<file path="src/hw/dpm_pkg.sv">
// package: constants and carrier types of the dual partition program map
package dpm_pkg;

   localparam int          ADDR_W            = 24;
   localparam int          PC_W              = 23;
   localparam logic [23:0] ACTIVE_BASE       = 24'h000000;
   localparam logic [23:0] INACTIVE_BASE     = 24'h400000;
   localparam logic [23:0] VECTOR_END        = 24'h000200;
   localparam logic [23:0] IVT_FIRST         = 24'h000004;
   localparam logic [23:0] IVT_LAST          = 24'h0000ff;
   localparam logic [23:0] ALTERNATE_VECTOR_TABLE_STEP         = 24'h000800;
   localparam logic [11:0] SEQ_MAX           = 12'hfff;
   localparam int          WRITE_BLOCK_WORDS = 128;
   localparam int          ERASE_BLOCK_WORDS = 1024;
   localparam int          ROW_LSB           = $clog2(WRITE_BLOCK_WORDS) + 1;
   localparam int          PAGE_LSB          = $clog2(ERASE_BLOCK_WORDS) + 1;
   localparam logic [23:0] ROW_MASK          = ~((24'h1 << ROW_LSB) - 24'h1);
   localparam logic [23:0] PAGE_MASK         = ~((24'h1 << PAGE_LSB) - 24'h1);
   localparam int          CFG_PAGE_BIT      = 7;
   localparam int          P2_BIT            = 10;

   localparam logic [31:0] OFF_CTRL          = 32'h00;
   localparam logic [31:0] OFF_TABLE_PAGE_REGISTER        = 32'h04;
   localparam logic [31:0] OFF_SEQ           = 32'h08;
   localparam logic [31:0] OFF_ALTERNATE_VECTOR_TABLE          = 32'h0c;
   localparam logic [7:0]  TABLE_PAGE_REGISTER_RST        = 8'h00;
   localparam logic [1:0]  RESP_OKAY         = 2'h0;
   localparam logic [1:0]  RESP_SLVERR       = 2'h2;

   typedef enum logic [1:0] {
      MODE_SINGLE    = 2'h0,
      MODE_DUAL      = 2'h1,
      MODE_DUAL_PROT = 2'h2
   } dpm_mode_t;

   typedef enum logic [1:0] {
      FOP_NONE = 2'h0,
      FOP_LOAD = 2'h1,
      FOP_INC  = 2'h2,
      FOP_DEC  = 2'h3
   } dpm_fop_t;

   typedef enum logic [2:0] {
      ST_LOAD    = 3'b001,
      ST_RESOLVE = 3'b010,
      ST_RUN     = 3'b100
   } dpm_state_t;

   typedef struct packed {
      logic [23:0] seq1;
      logic [23:0] seq2;
      logic        seq1_ok;
      logic        seq2_ok;
      dpm_mode_t   mode;
      logic [12:0] boot_segment_limit;
      logic        alternate_vector_table_dis;
   } dpm_cfg_t;

   typedef struct packed {
      logic        valid;
      logic        write;
      logic [15:0] offset;
   } dpm_tbl_t;

endpackage

</file>
<file path="src/hw/dpm_program_map.sv">
// program map: fetch and table address forming, partition choice, register slave
//
// Overview of operation
// program addresses are 24 bits, from the 23-bit pc or table operations
// user accesses stay in the lower half unless table page top bit is set
// one single and two dual modes; table access never stalls fetch
// write block is 128 instruction words, erase block 1024 words
// even address gives lower word, odd gives upper word with top byte zero
// fetch addresses are even and step by two
// single mode maps user memory contiguously from address zero
// dual modes split memory in two; only the active partition executes
// active partition sits at logical zero, inactive at the upper base
// at reset, dual mode activates the lower boot sequence; single ignores it
// new boot sequence values only act after the next reset
// equal or both corrupted sequences select partition one
// exactly one corrupted sequence selects the intact partition
// invalid sequence numbers count as the highest value before comparing
// swap instruction exchanges partitions, keeping the reset-time choice
// status bit reads one when partition two is active
// addresses below 000200h hold fixed vectors; software places the jump
// primary vector table spans 000004h to 0000ffh
// alternate table at (boot segment limit minus one) times 0x800 when enabled
// boot sequence word is read as a full 24-bit value
// boot segment follows the vector area, general segment follows it
// partition choice is resolved once in reset, before the first fetch
//
// Our own choices: the AXI4-Lite interface to the registers and the register offsets.
`timescale 1ns/10ps
module dpm_program_map
   import dpm_pkg::*;
(
   input  wire logic        MCLK,
   input  wire logic        RST,
   input  wire dpm_cfg_t    CFG,
   input  wire logic        CFG_DONE,
   input  wire logic        PARTITION_SWAP_INSTRUCTION,
   input  wire dpm_fop_t    FETCH_OP,
   input  wire logic [22:0] FETCH_PC,
   input  wire dpm_tbl_t    TBL,
   input  wire logic [23:0] FLASH_DATA,
   output logic             FETCH_READY,
   output logic             FETCH_VALID,
   output logic [23:0]      FETCH_ADDR,
   output logic             FETCH_ERR,
   output logic             FETCH_VECTOR,
   output logic             FETCH_IVT,
   output logic             FETCH_BOOTSEG,
   output logic             TBL_STROBE,
   output logic             TBL_WR,
   output logic [23:0]      TBL_ADDR,
   output logic             TBL_CFG,
   output logic             TBL_UPPER,
   output logic [23:0]      TBL_ROW,
   output logic [23:0]      TBL_PAGE,
   output logic [15:0]      TBL_RDATA,
   output logic             TBL_RVALID,
   output logic             SECOND_PARTITION_ACTIVE_FLAG,
   output logic [23:0]      ALTERNATE_VECTOR_TABLE_BASE,
   output logic             ALTERNATE_VECTOR_TABLE_EN,
   input  wire logic [31:0] AWADDR,
   input  wire logic        AWVALID,
   output logic             AWREADY,
   input  wire logic [31:0] WDATA,
   input  wire logic [3:0]  WSTRB,
   input  wire logic        WVALID,
   output logic             WREADY,
   output logic [1:0]       BRESP,
   output logic             BVALID,
   input  wire logic        BREADY,
   input  wire logic [31:0] ARADDR,
   input  wire logic        ARVALID,
   output logic             ARREADY,
   output logic [31:0]      RDATA,
   output logic [1:0]       RRESP,
   output logic             RVALID,
   input  wire logic        RREADY
);

   dpm_state_t  state;
   dpm_cfg_t    cfg_q;
   logic        reset_sel;
   logic [22:0] ptr;
   logic [22:0] next_ptr;
   logic [7:0]  table_page_register;
   logic        rd_pend;
   logic        aw_held;
   logic        w_held;
   logic [31:0] aw_addr;
   logic [31:0] w_data;
   logic [3:0]  w_strb;

   // logical address into physical: in dual modes bit 22 picks active or inactive
   function automatic logic [23:0] to_phys(input logic [23:0] a, input logic dual, input logic act);
      to_phys = a;
      if (dual && !a[23]) begin
         to_phys[22] = a[22] ^ act;
      end
   endfunction

   // ---------------- partition choice ----------------
   wire        dual_q  = (cfg_q.mode == MODE_DUAL) || (cfg_q.mode == MODE_DUAL_PROT);
   // the whole 24-bit word is checked; any upper bit set marks it unusable
   wire        ok1     = cfg_q.seq1_ok && (cfg_q.seq1[23:12] == 12'h000);
   wire        ok2     = cfg_q.seq2_ok && (cfg_q.seq2[23:12] == 12'h000);
   wire [11:0] eff1    = ok1 ? cfg_q.seq1[11:0] : SEQ_MAX;
   wire [11:0] eff2    = ok2 ? cfg_q.seq2[11:0] : SEQ_MAX;
   wire        bad1_only = ok2 && !ok1;
   wire        bad2_only = ok1 && !ok2;
   // equal values fall through to partition one
   wire        pick_p2 = dual_q && (bad1_only || (!bad2_only && (eff2 < eff1)));

   wire        running = (state == ST_RUN);
   wire        do_swap = running && dual_q && PARTITION_SWAP_INSTRUCTION;

   always_ff @(posedge MCLK) begin
      if (RST) begin
         state <= ST_LOAD;
      end else begin
         case (state)
            ST_LOAD:    state <= CFG_DONE ? ST_RESOLVE : ST_LOAD;
            ST_RESOLVE: state <= ST_RUN;
            ST_RUN:     state <= ST_RUN;
            default:    state <= ST_LOAD;
         endcase
      end
   end

   // configuration is caught only while loading, so later reprogramming waits for reset
   always_ff @(posedge MCLK) begin
      if (RST) begin
         cfg_q <= '0;
      end else if (state == ST_LOAD && CFG_DONE) begin
         cfg_q <= CFG;
      end
   end

   always_ff @(posedge MCLK) begin
      if (RST) begin
         reset_sel                    <= 1'b0;
         SECOND_PARTITION_ACTIVE_FLAG <= 1'b0;
      end else if (state == ST_RESOLVE) begin
         reset_sel                    <= pick_p2;
         SECOND_PARTITION_ACTIVE_FLAG <= pick_p2;
      end else if (do_swap) begin
         SECOND_PARTITION_ACTIVE_FLAG <= !SECOND_PARTITION_ACTIVE_FLAG;
      end
   end

   wire active = SECOND_PARTITION_ACTIVE_FLAG;

   // ---------------- boot segment and vector tables ----------------
   wire        bs_present = (cfg_q.boot_segment_limit != 13'h0000);
   wire [23:0] alternate_vector_table_calc  = 24'(cfg_q.boot_segment_limit - 13'h0001) * ALTERNATE_VECTOR_TABLE_STEP;
   wire [23:0] gs_base    = 24'(cfg_q.boot_segment_limit) * ALTERNATE_VECTOR_TABLE_STEP;

   always_ff @(posedge MCLK) begin
      if (RST) begin
         ALTERNATE_VECTOR_TABLE_BASE <= 24'h000000;
         ALTERNATE_VECTOR_TABLE_EN   <= 1'b0;
      end else begin
         ALTERNATE_VECTOR_TABLE_BASE <= bs_present ? alternate_vector_table_calc : 24'h000000;
         ALTERNATE_VECTOR_TABLE_EN   <= running && bs_present && !cfg_q.alternate_vector_table_dis;
      end
   end

   // ---------------- instruction fetch ----------------
   always_comb begin
      case (FETCH_OP)
         FOP_LOAD: next_ptr = {FETCH_PC[PC_W-1:1], 1'b0};
         FOP_INC:  next_ptr = ptr + 23'h000002;
         FOP_DEC:  next_ptr = ptr - 23'h000002;
         default:  next_ptr = ptr;
      endcase
   end

   // pc is 23 bits, so fetches can never reach the upper half
   wire [23:0] fetch_log  = {1'b0, next_ptr};
   wire        fetch_go   = running && (FETCH_OP != FOP_NONE);
   wire        fetch_inac = dual_q && fetch_log[22];
   wire        in_vec     = fetch_log < VECTOR_END;
   wire        in_ivt     = (fetch_log >= IVT_FIRST) && (fetch_log <= IVT_LAST);
   wire        in_bs      = bs_present && !in_vec && (fetch_log < gs_base);

   always_ff @(posedge MCLK) begin
      if (RST) begin
         ptr           <= 23'h000000;
         FETCH_READY   <= 1'b0;
         FETCH_VALID   <= 1'b0;
         FETCH_ADDR    <= ACTIVE_BASE;
         FETCH_ERR     <= 1'b0;
         FETCH_VECTOR  <= 1'b0;
         FETCH_IVT     <= 1'b0;
         FETCH_BOOTSEG <= 1'b0;
      end else begin
         FETCH_READY <= (state == ST_RESOLVE) || running;
         FETCH_VALID <= fetch_go;
         if (fetch_go) begin
            ptr           <= next_ptr;
            FETCH_ADDR    <= to_phys(fetch_log, dual_q, active);
            FETCH_ERR     <= fetch_inac;
            FETCH_VECTOR  <= in_vec;
            FETCH_IVT     <= in_ivt;
            FETCH_BOOTSEG <= in_bs;
         end
      end
   end

   // ---------------- table access ----------------
   // runs beside fetch every cycle, so programming the inactive half never stalls
   wire [23:0] tbl_log  = {table_page_register, TBL.offset};
   wire        tbl_cfg  = table_page_register[CFG_PAGE_BIT];
   wire [23:0] tbl_phys = to_phys(tbl_log, dual_q, active);
   wire        tbl_go   = running && TBL.valid;

   always_ff @(posedge MCLK) begin
      if (RST) begin
         TBL_STROBE <= 1'b0;
         TBL_WR     <= 1'b0;
         TBL_ADDR   <= 24'h000000;
         TBL_CFG    <= 1'b0;
         TBL_UPPER  <= 1'b0;
         TBL_ROW    <= 24'h000000;
         TBL_PAGE   <= 24'h000000;
         rd_pend    <= 1'b0;
         TBL_RVALID <= 1'b0;
         TBL_RDATA  <= 16'h0000;
      end else begin
         TBL_STROBE <= tbl_go;
         rd_pend    <= tbl_go && !TBL.write;
         TBL_RVALID <= rd_pend;
         if (tbl_go) begin
            TBL_WR    <= TBL.write;
            TBL_ADDR  <= tbl_phys;
            TBL_CFG   <= tbl_cfg;
            TBL_UPPER <= tbl_log[0];
            TBL_ROW   <= tbl_phys & ROW_MASK;
            TBL_PAGE  <= tbl_phys & PAGE_MASK;
         end
         if (rd_pend) begin
            TBL_RDATA <= TBL_UPPER ? {8'h00, FLASH_DATA[23:16]} : FLASH_DATA[15:0];
         end
      end
   end

   // ---------------- register slave ----------------
   wire        aw_take   = AWVALID && AWREADY;
   wire        w_take    = WVALID && WREADY;
   wire        do_wr     = aw_held && w_held && !BVALID;
   wire        next_awh  = (aw_held || aw_take) && !do_wr;
   wire        next_wh   = (w_held || w_take) && !do_wr;
   wire        next_bv   = do_wr || (BVALID && !BREADY);
   wire        wr_map    = (aw_addr[31:4] == 28'h0000000) && (aw_addr[1:0] == 2'h0);
   wire        ar_take   = ARVALID && ARREADY;
   wire        next_rv   = ar_take || (RVALID && !RREADY);
   wire        rd_map    = (ARADDR[31:4] == 28'h0000000) && (ARADDR[1:0] == 2'h0);
   wire [31:0] ctrl_word = (32'(active) << P2_BIT) | 32'(cfg_q.mode);
   wire [31:0] seq_word  = {7'h00, reset_sel, eff2, eff1};
   wire [31:0] alternate_vector_table_word = {ALTERNATE_VECTOR_TABLE_EN, 7'h00, ALTERNATE_VECTOR_TABLE_BASE};
   wire [31:0] rd_mux    = (ARADDR == OFF_CTRL)   ? ctrl_word :
                           (ARADDR == OFF_TABLE_PAGE_REGISTER) ? {24'h000000, table_page_register} :
                           (ARADDR == OFF_SEQ)    ? seq_word :
                           (ARADDR == OFF_ALTERNATE_VECTOR_TABLE)   ? alternate_vector_table_word : 32'h00000000;

   always_ff @(posedge MCLK) begin
      if (RST) begin
         aw_held <= 1'b0;
         w_held  <= 1'b0;
         aw_addr <= 32'h00000000;
         w_data  <= 32'h00000000;
         w_strb  <= 4'h0;
         AWREADY <= 1'b0;
         WREADY  <= 1'b0;
         BVALID  <= 1'b0;
         BRESP   <= RESP_OKAY;
      end else begin
         aw_held <= next_awh;
         w_held  <= next_wh;
         AWREADY <= !next_awh && !next_bv;
         WREADY  <= !next_wh && !next_bv;
         BVALID  <= next_bv;
         if (aw_take) begin
            aw_addr <= AWADDR;
         end
         if (w_take) begin
            w_data <= WDATA;
            w_strb <= WSTRB;
         end
         if (do_wr) begin
            BRESP <= wr_map ? RESP_OKAY : RESP_SLVERR;
         end
      end
   end

   // table page steers every table access address
   always_ff @(posedge MCLK) begin
      if (RST) begin
         table_page_register <= TABLE_PAGE_REGISTER_RST;
      end else if (do_wr && aw_addr == OFF_TABLE_PAGE_REGISTER && w_strb[0]) begin
         table_page_register <= w_data[7:0];
      end
   end

   always_ff @(posedge MCLK) begin
      if (RST) begin
         ARREADY <= 1'b0;
         RVALID  <= 1'b0;
         RDATA   <= 32'h00000000;
         RRESP   <= RESP_OKAY;
      end else begin
         ARREADY <= !next_rv;
         RVALID  <= next_rv;
         if (ar_take) begin
            RDATA <= rd_mux;
            RRESP <= rd_map ? RESP_OKAY : RESP_SLVERR;
         end
      end
   end
endmodule // dpm_program_map

</file>
<file path="config.mk">
export PLATFORM = sky130hd
export DESIGN_NAME = dpm_program_map
export DESIGN_NICKNAME = d
export VERILOG_FILES = /design/src/hw/dpm_pkg.sv /design/src/hw/dpm_program_map.sv
export SDC_FILE = /design/constraint.sdc
export NUM_CORES = 1
export LEC_CHECK = 0
export ABC_AREA = 1
export ABC_CLOCK_PERIOD_IN_PS = 4300
export BUFFER_PORTS_ARGS = -buffer_cell sky130_fd_sc_hd__clkbuf_2
export CORE_ASPECT_RATIO = 0.7
export CORE_UTILIZATION = 43
export DETAILED_ROUTE_END_ITERATION = 16
export GPL_TIMING_DRIVEN = 0
export PLACE_DENSITY_LB_ADDON = 0.12
export SYNTH_ARGS = -nofsm -noshare
export SYNTH_HDL_FRONTEND = slang
export SYNTH_SLANG_ARGS = --single-unit
</file>
<file path="constraint.sdc">
create_clock -name MCLK -period 4.3 [get_ports MCLK]
set_input_delay 0.645 -clock MCLK [delete_from_list [all_inputs] [get_ports MCLK]]
set_output_delay 0.645 -clock MCLK [all_outputs]
set_load 0.1 [all_outputs]
</file>
==> impl_metrics.py, run 1 <==
metrics = {
    "outcome": {
        "outcome": "finished, final reports clean",
    },
    "critical_path": {
        "critPathMaxFanout": 10,
        "setup.worst_path.class": "input pin to register",
        "critPathLaunch": "FETCH_OP[1]",
        "cp_data_arrival_time_ps": 3950,
        "startpoint_type_of_the_worst_setup_path": "input pin",
        "timing.critical_path.to_type": "register",
        "crit-reg2reg-launch": "cfg_q[38]",
        "worst_path_required_time_ps": 4770,
    },
    "layout": {
        "diodes": 0,
        "drive_gt1_share_pct": 25.6,
        "fin_cells": 2660,
        "layout.cells.most_common": "sky130_fd_sc_hd__clkbuf_2",
        "area_delta_synth_final_pct": 24.8,
        "layout.nets": 2533,
        "fill_cells": 2952,
        "layout_common_cells": "sky130_fd_sc_hd__clkbuf_2 (360), sky130_fd_sc_hd__nand2_1 (328), sky130_fd_sc_hd__dfxtp_1 (243)",
    },
    "logic_synthesis": {
        "synthDominantCellAreaShare_pct": 37.8,
        "synth-xor-area-share_pct": 0.681,
        "synth_edf_count": 0,
        "post_synth_mux_area_share_pct": 0,
        "synth_top_cells_by_area": "sky130_fd_sc_hd__dfxtp_1 (38%), sky130_fd_sc_hd__nand2_1 (9.6%), sky130_fd_sc_hd__a21oi_1 (7.0%)",
        "ys_dominant_reg_cell": "sky130_fd_sc_hd__dfxtp_1",
        "synthSimpleGateAreaFrac_pct": 27.3,
        "ys_ff_latch": 243,
        "compound_cell_area_share_of_the_yosys_netlist_pct": 17.5,
        "yosys_warnings": 0,
        "avgSynthCellArea_um2": 6.98,
        "synth_seq_area_share_pct": 37.8,
        "synth_top_area_cell": "sky130_fd_sc_hd__dfxtp_1",
        "syn-cell-area_um2": 12900,
        "post_synth_fa_ha_maj_area_fraction_pct": 2.33,
        "async_reset_ff_share_pct": 0,
        "post_synth_inst_count": 1842,
        "synth_top_family_by_area": "simple AND/OR/NAND/NOR gates",
        "yosysUniqueCellTypes": 49,
    },
    "power_and_ir_drop": {
        "irDropWorstVdd_uv": 306,
        "leakage_nw": 7.86,
        "cellPowerDensity_nw_per_um2": 353,
    },
    "clocking": {
        "cts_setup_buffers": 0,
        "clock_latency_ps": 530,
        "cts_max_level": 1,
        "clockBufferDepth": 3,
        "cts_resized": 0,
        "cts_inserted_buffers": 25,
        "holdBufCountCts": 0,
        "cts.sink_count": 243,
        "clk_pin_slew_worst_setup_hold_paths_ps": 70,
        "cts_root_buf": "sky130_fd_sc_hd__clkbuf_16",
        "cts_tree": "done",
    },
    "global_route": {
        "grtUsageMet2_pct": 45.1,
        "grt_antenna_before_repair": 0,
        "grt.busiest_layer": "met2",
        "global_route.usage.met1_pct": 44.4,
        "vias_in_the_first_global_route": 12500,
        "global_route_wire_length_before_repair_um": 71100,
        "gr-total-overflow": 0,
        "grt_max_degree": 14,
        "met3_usage_pct": 5.30,
        "global_route.usage.total_pct": 30.0,
    },
    "placed_design": {
        "numPlacedInstances": 2618,
        "port-buffer-count": 360,
        "final_weighted_congestion_in_routability_driven_placement": 0.969,
        "detailed_place_hpwl_um": 38300,
    },
    "hold_path": {
        "holdCritStartpoint": "TBL[16]",
        "worstHoldPathType": "input pin to register",
    },
    "sta": {
        "finalSetupTns_ps": 0,
        "rsz0062_at_grt": "false",
        "worst-slew-pin-transition_ps": 1060,
        "drv_slew": 0,
        "finalSetupViolations": 0,
        "finalHoldViolCount": 0,
        "slew_headroom_pct": 28.4,
        "layout_worst_path_cycle_share_pct": 81.0,
        "clock.fmax_mhz": 287,
        "fin_worst_skew_ps": 12.3,
        "finalWorstPathRequiredPeriod_ps": 3480,
    },
    "routing": {
        "routed_wl_um": 47000,
        "drt-wirelength-per-cell_um": 17.7,
        "dr_total_vias": 13500,
        "detail-route-antenna-nets": 0,
        "drc": 0,
        "drt_pass1_iterations": 5,
        "vias_per_cell": 5.08,
        "drt_iter0_markers": 1122,
    },
    "floorplan": {
        "die-area_um2": 30600,
        "die-height_um": 147,
        "pin_count": 432,
        "floorplan.rows": 52,
        "die-width_um": 209,
        "core_area_um2": 29100,
        "start_util_pct": 44.1,
    },
    "run": {
        "timing.max_cap.violations": 0,
    },
}
-- critical path: stages --
cell and delay [ps]:
sky130_fd_sc_hd__buf_6 120, sky130_fd_sc_hd__buf_4 190, sky130_fd_sc_hd__nor2_1 690, sky130_fd_sc_hd__inv_1 350, sky130_fd_sc_hd__clkbuf_1 410, sky130_fd_sc_hd__o22ai_1 210
sky130_fd_sc_hd__inv_1 100, sky130_fd_sc_hd__nand2_1 150, sky130_fd_sc_hd__inv_1 70, sky130_fd_sc_hd__ha_1 180, sky130_fd_sc_hd__a21oi_1 130, sky130_fd_sc_hd__nor3_1 60
sky130_fd_sc_hd__a211oi_1 180, sky130_fd_sc_hd__nand2_1 90, sky130_fd_sc_hd__nand2_1 70, sky130_fd_sc_hd__nand2_1 70, sky130_fd_sc_hd__nand2_1 60, sky130_fd_sc_hd__nand2_1 50
sky130_fd_sc_hd__a21oi_1 110
-- cell type report --
type                            count  area, um^2  share of cell area, %
Multi-Input combinational cell   1261        6300                   39.2
Buffer                            181        1110                   6.91
Clock inverter                      7        68.8                  0.429
Inverter                          195         732                   4.56
Timing Repair Buffer              360        1800                   11.2
Sequential cell                   243        4860                   30.3
Tap cell                          378         473                   2.95
Clock buffer                       35         703                   4.38
-- worst paths after layout --
kind,slack (ps),to,cells after the start
worst max-delay path,820,FETCH_BOOTSEG,19
worst min-delay path,300,rd_pend,2
worst max register to register,990,reset_sel,15
worst min register to register,440,AWREADY,1
-- kinds of logic after synthesis --
kind of cell | count (synthesis)
AND/OR/NAND/NOR | 774
AO/OA/AOI/OAI | 414
buffers and inverters | 376
flip-flops | 243
adder cells (fa/ha/maj) | 24
XOR/XNOR | 10
other | 1
-- metrics by stage --
step | area [um^2] | utilization, % | hold slack, ps | worst slack (ps) | power (mW)
6_report | 16100 | 55.1 | 305 | 816 | 5.67
3_5_place_dp | 15300 | 52.4 | 425 | 380 | 3.59
2_1_floorplan | 13000 | - | 399 | 1140 | 3.28
3_3_place_gp | 15300 | 52.4 | 418 | 407 | 3.58
5_1_grt | 16100 | 55.1 | 304 | 624 | 5.90
4_1_cts | 16100 | 55.1 | 279 | 926 | 5.70
-- flip-flops by register name (all words and copies together) (netlist names), 3 cells and up --
register and count:
ptr 23, TBL_ADDR 24, RDATA 26, state 3, w_data 8, table_page_register 8
aw_addr 32, TBL_RDATA 16, ALTERNATE_VECTOR_TABLE_BASE 13, cfg_q 66
-- cells in the mapped netlist (4+ instances only) --
cell / n
sky130_fd_sc_hd__a21oi_1: 181
sky130_fd_sc_hd__o2111ai_1: 5
sky130_fd_sc_hd__nor2_2: 13
sky130_fd_sc_hd__o211ai_1: 9
sky130_fd_sc_hd__clkbuf_1: 72
sky130_fd_sc_hd__nor2_1: 222
sky130_fd_sc_hd__nand2_2: 25
sky130_fd_sc_hd__inv_2: 5
sky130_fd_sc_hd__inv_1: 187
sky130_fd_sc_hd__nand2_1: 328
sky130_fd_sc_hd__a211oi_1: 16
sky130_fd_sc_hd__xor2_1: 8
sky130_fd_sc_hd__nor4_1: 17
sky130_fd_sc_hd__nand2_4: 8
sky130_fd_sc_hd__o311ai_0: 13
sky130_fd_sc_hd__o21ai_0: 171
sky130_fd_sc_hd__buf_1: 5
sky130_fd_sc_hd__buf_6: 4
sky130_fd_sc_hd__nor2_4: 8
sky130_fd_sc_hd__nand3_2: 15
sky130_fd_sc_hd__nor3_1: 15
sky130_fd_sc_hd__nand3_1: 98
sky130_fd_sc_hd__buf_4: 94
sky130_fd_sc_hd__dfxtp_1: 243
sky130_fd_sc_hd__nand4_1: 15
sky130_fd_sc_hd__ha_1: 24
sky130_fd_sc_hd__o22ai_1: 5
-- per-layer routing --
| metal | up-vias | wire, um |
|---|---|---|
| li1 | 6743 | - |
| met1 | 6176 | 22700 |
| met5 | - | 0 |
| met4 | 0 | 981 |
| met2 | 541 | 19600 |
| met3 | 57 | 3680 |
-- power by group --
part | internal [mW] | switching [mW]
combinational | 0.301 | 0.813
clock | 1.20 | 0.917
sequential | 2.37 | 0.0764
Note: power is estimated with default switching activity, not from simulation.
==> inputs of run 2 (changes only) <==
- ABC_CLOCK_PERIOD_IN_PS: 4300 -> 3500
- clock period: 4.3 -> 3.5 ns (I/O delays scaled with it)
==> run 2 against run 1 <==
  * Sequential share of layout area about the same
  * Flip-flop and latch count did not move
  * Critical path type unchanged
  * Worst setup slack lost 550 ps
  * Final cell count stayed put
  * Clock skew is essentially flat
  * Critical path depth up 1
  * First-iteration DRC count down 2.6%
  * Critical endpoint unchanged
  * Die area did not move
  * Cell area about the same
  * Clock power increased by 23%
  * Combinational power increased by 23%
==> impl_metrics.py, run 2 (synthesis results as in run 1) <==
metrics = {
    "layout": {
        "top_register": "cfg_q",
        "final_core_util_pct": 55.1,
        "fin_cells": 2660,
        "diodes": 0,
        "layout.nets": 2533,
        "layout.cells.most_common": "sky130_fd_sc_hd__clkbuf_2",
        "largest_register_ffs": 66,
        "top_regs": "cfg_q x66, aw_addr x32, RDATA x26",
        "drive_gt1_share_pct": 25.8,
        "area_delta_synth_final_pct": 24.9,
        "layout_common_cells": "sky130_fd_sc_hd__clkbuf_2 (360), sky130_fd_sc_hd__nand2_1 (326), sky130_fd_sc_hd__dfxtp_1 (243)",
    },
    "routing": {
        "drc": 0,
        "drt_iter0_markers": 1093,
        "dr_total_vias": 13500,
        "vias_per_cell": 5.09,
        "drt_pass1_iterations": 5,
        "detail-route-antenna-nets": 0,
        "drt-wirelength-per-cell_um": 17.7,
        "routed_wl_um": 47100,
    },
    "clocking": {
        "clockBufferDepth": 3,
        "cts_root_buf": "sky130_fd_sc_hd__clkbuf_16",
        "cts.sink_count": 243,
        "cts_inserted_buffers": 25,
        "cts_max_level": 1,
        "holdBufCountCts": 0,
        "cts_tree": "done",
        "clk_pin_slew_worst_setup_hold_paths_ps": 70,
        "clock_latency_ps": 530,
    },
    "floorplan": {
        "pin_count": 432,
        "start_util_pct": 44.1,
        "die-area_um2": 30600,
        "core_area_um2": 29100,
        "floorplan.rows": 52,
        "die-width_um": 209,
        "die-height_um": 147,
    },
    "placed_design": {
        "detailed_place_hpwl_um": 38300,
        "port-buffer-count": 360,
        "final_weighted_congestion_in_routability_driven_placement": 0.969,
        "numPlacedInstances": 2618,
    },
    "critical_path": {
        "worst_path_required_time_ps": 3970,
        "cp_data_arrival_time_ps": 3700,
        "number_of_buffers_and_inverters_on_the_critical_path": 5,
        "reg2reg_setup_slack_ps": 330,
        "critPathLaunch": "FETCH_OP[1]",
        "setup.worst_path.class": "input pin to register",
        "max_stage_delay_ps": 390,
        "crit-reg2reg-launch": "ptr[2]",
        "timing.critical_path.to_type": "register",
        "startpoint_type_of_the_worst_setup_path": "input pin",
        "timing.critical_path.mode_cell": "sky130_fd_sc_hd__nand2_1",
        "critical-path-top-delay-family": "buffers and inverters",
        "crit_path_top_delay_cell": "sky130_fd_sc_hd__nand2_1",
        "critPathMaxFanout": 10,
        "path_cells": "buf_6 > buf_4 > inv_1 > nand2_1 > inv_1 > buf_2 > nand2_1 > nand3_4 > ha_1 > a21oi_1 > nor2_1 > a211oi_1 > nand2_1 > nand2_1 > nand2_1 > nand2_1 > nand2_1 > nand2_1 > nand2_1 > a21oi_1",
    },
    "power_and_ir_drop": {
        "power_mw": 6.97,
        "irDropWorstVdd_uv": 375,
        "leakage_nw": 7.86,
        "cellPowerDensity_nw_per_um2": 434,
    },
    "global_route": {
        "global_route_wire_length_before_repair_um": 71100,
        "grt_antenna_before_repair": 0,
        "vias_in_the_first_global_route": 12500,
        "grt_max_degree": 14,
        "gr-total-overflow": 0,
        "global_route.usage.total_pct": 30.0,
    },
    "sta": {
        "finalSetupViolations": 0,
        "layout_worst_path_cycle_share_pct": 92.5,
        "clock.fmax_mhz": 309,
        "drv_slew": 0,
        "fin_worst_skew_ps": 12.7,
        "finalHoldViolCount": 0,
        "slew_headroom_pct": 40.4,
        "finalSetupTns_ps": 0,
        "hold_ws_ps": 185,
        "finalWorstPathRequiredPeriod_ps": 3240,
        "worst-slew-pin-transition_ps": 894,
        "rsz0062_at_grt": "false",
    },
    "hold_path": {
        "worstHoldPathType": "input pin to register",
        "holdCritStartpoint": "TBL[16]",
    },
    "outcome": {
        "outcome": "finished, final reports clean",
    },
    "run": {
        "timing.max_cap.violations": 0,
    },
}
run 2: cell types whose count changed in the layout (fill, tap and decap cells not counted):
cell / change
sky130_fd_sc_hd__nand2_1: -2
sky130_fd_sc_hd__nand2_2: +2
sky130_fd_sc_hd__nor2_1: -1
sky130_fd_sc_hd__nor2_2: +1
sky130_fd_sc_hd__nor4_1: -1
sky130_fd_sc_hd__nor4_2: +1
run 2: path summary, 6_finish.rpt:
| kind | to | cells after the start |
|---|---|---|
| hold reg to reg | WREADY | 1 |
| setup / recovery | FETCH_BOOTSEG | 20 |
| setup reg to reg | FETCH_BOOTSEG | 25 |
| hold / removal | rd_pend | 2 |
run 2: metal layers:
layer	vias to the layer above	routed length, um	global-route usage [%]
met2	585	19600	45.1
met1	6157	22700	44.4
met4	0	990	6.54
met3	59	3830	5.30
li1	6740	-	-
met5	-	0	0
run 2: per-stage QoR:
step           instance area [um^2]  worst slack, ps
6_report                      16100              263
5_1_grt                       16100             41.5
4_1_cts                       16100              246
3_5_place_dp                  15300             -300
3_3_place_gp                  15300             -273
2_1_floorplan                 13000              456
run 2: timing repair:
item,4_1_cts,5_1_grt
endpoints found under the setup margin,0,3
buffers inserted,0,0
resized for setup,0,4
run 2: power by group:
part | total (mW) | internal, mW | switching (mW)
Sequential | 3.01 | 2.91 | 0.0946
Clock | 2.60 | 1.47 | 1.13
Combinational | 1.37 | 0.370 | 1.00
Total | 6.97 | 4.75 | 2.22
run 2: area by class of cell:
| type | instances | area, um^2 |
|---|---|---|
| Tap cell | 378 | 473 |
| Multi-Input combinational cell | 1261 | 6310 |
| Timing Repair Buffer | 360 | 1800 |
| Sequential cell | 243 | 4860 |
| Buffer | 181 | 1110 |
| Clock inverter | 7 | 68.8 |
| Clock buffer | 35 | 703 |
| Fill cell | 2953 | 13100 |
| Inverter | 195 | 732 |
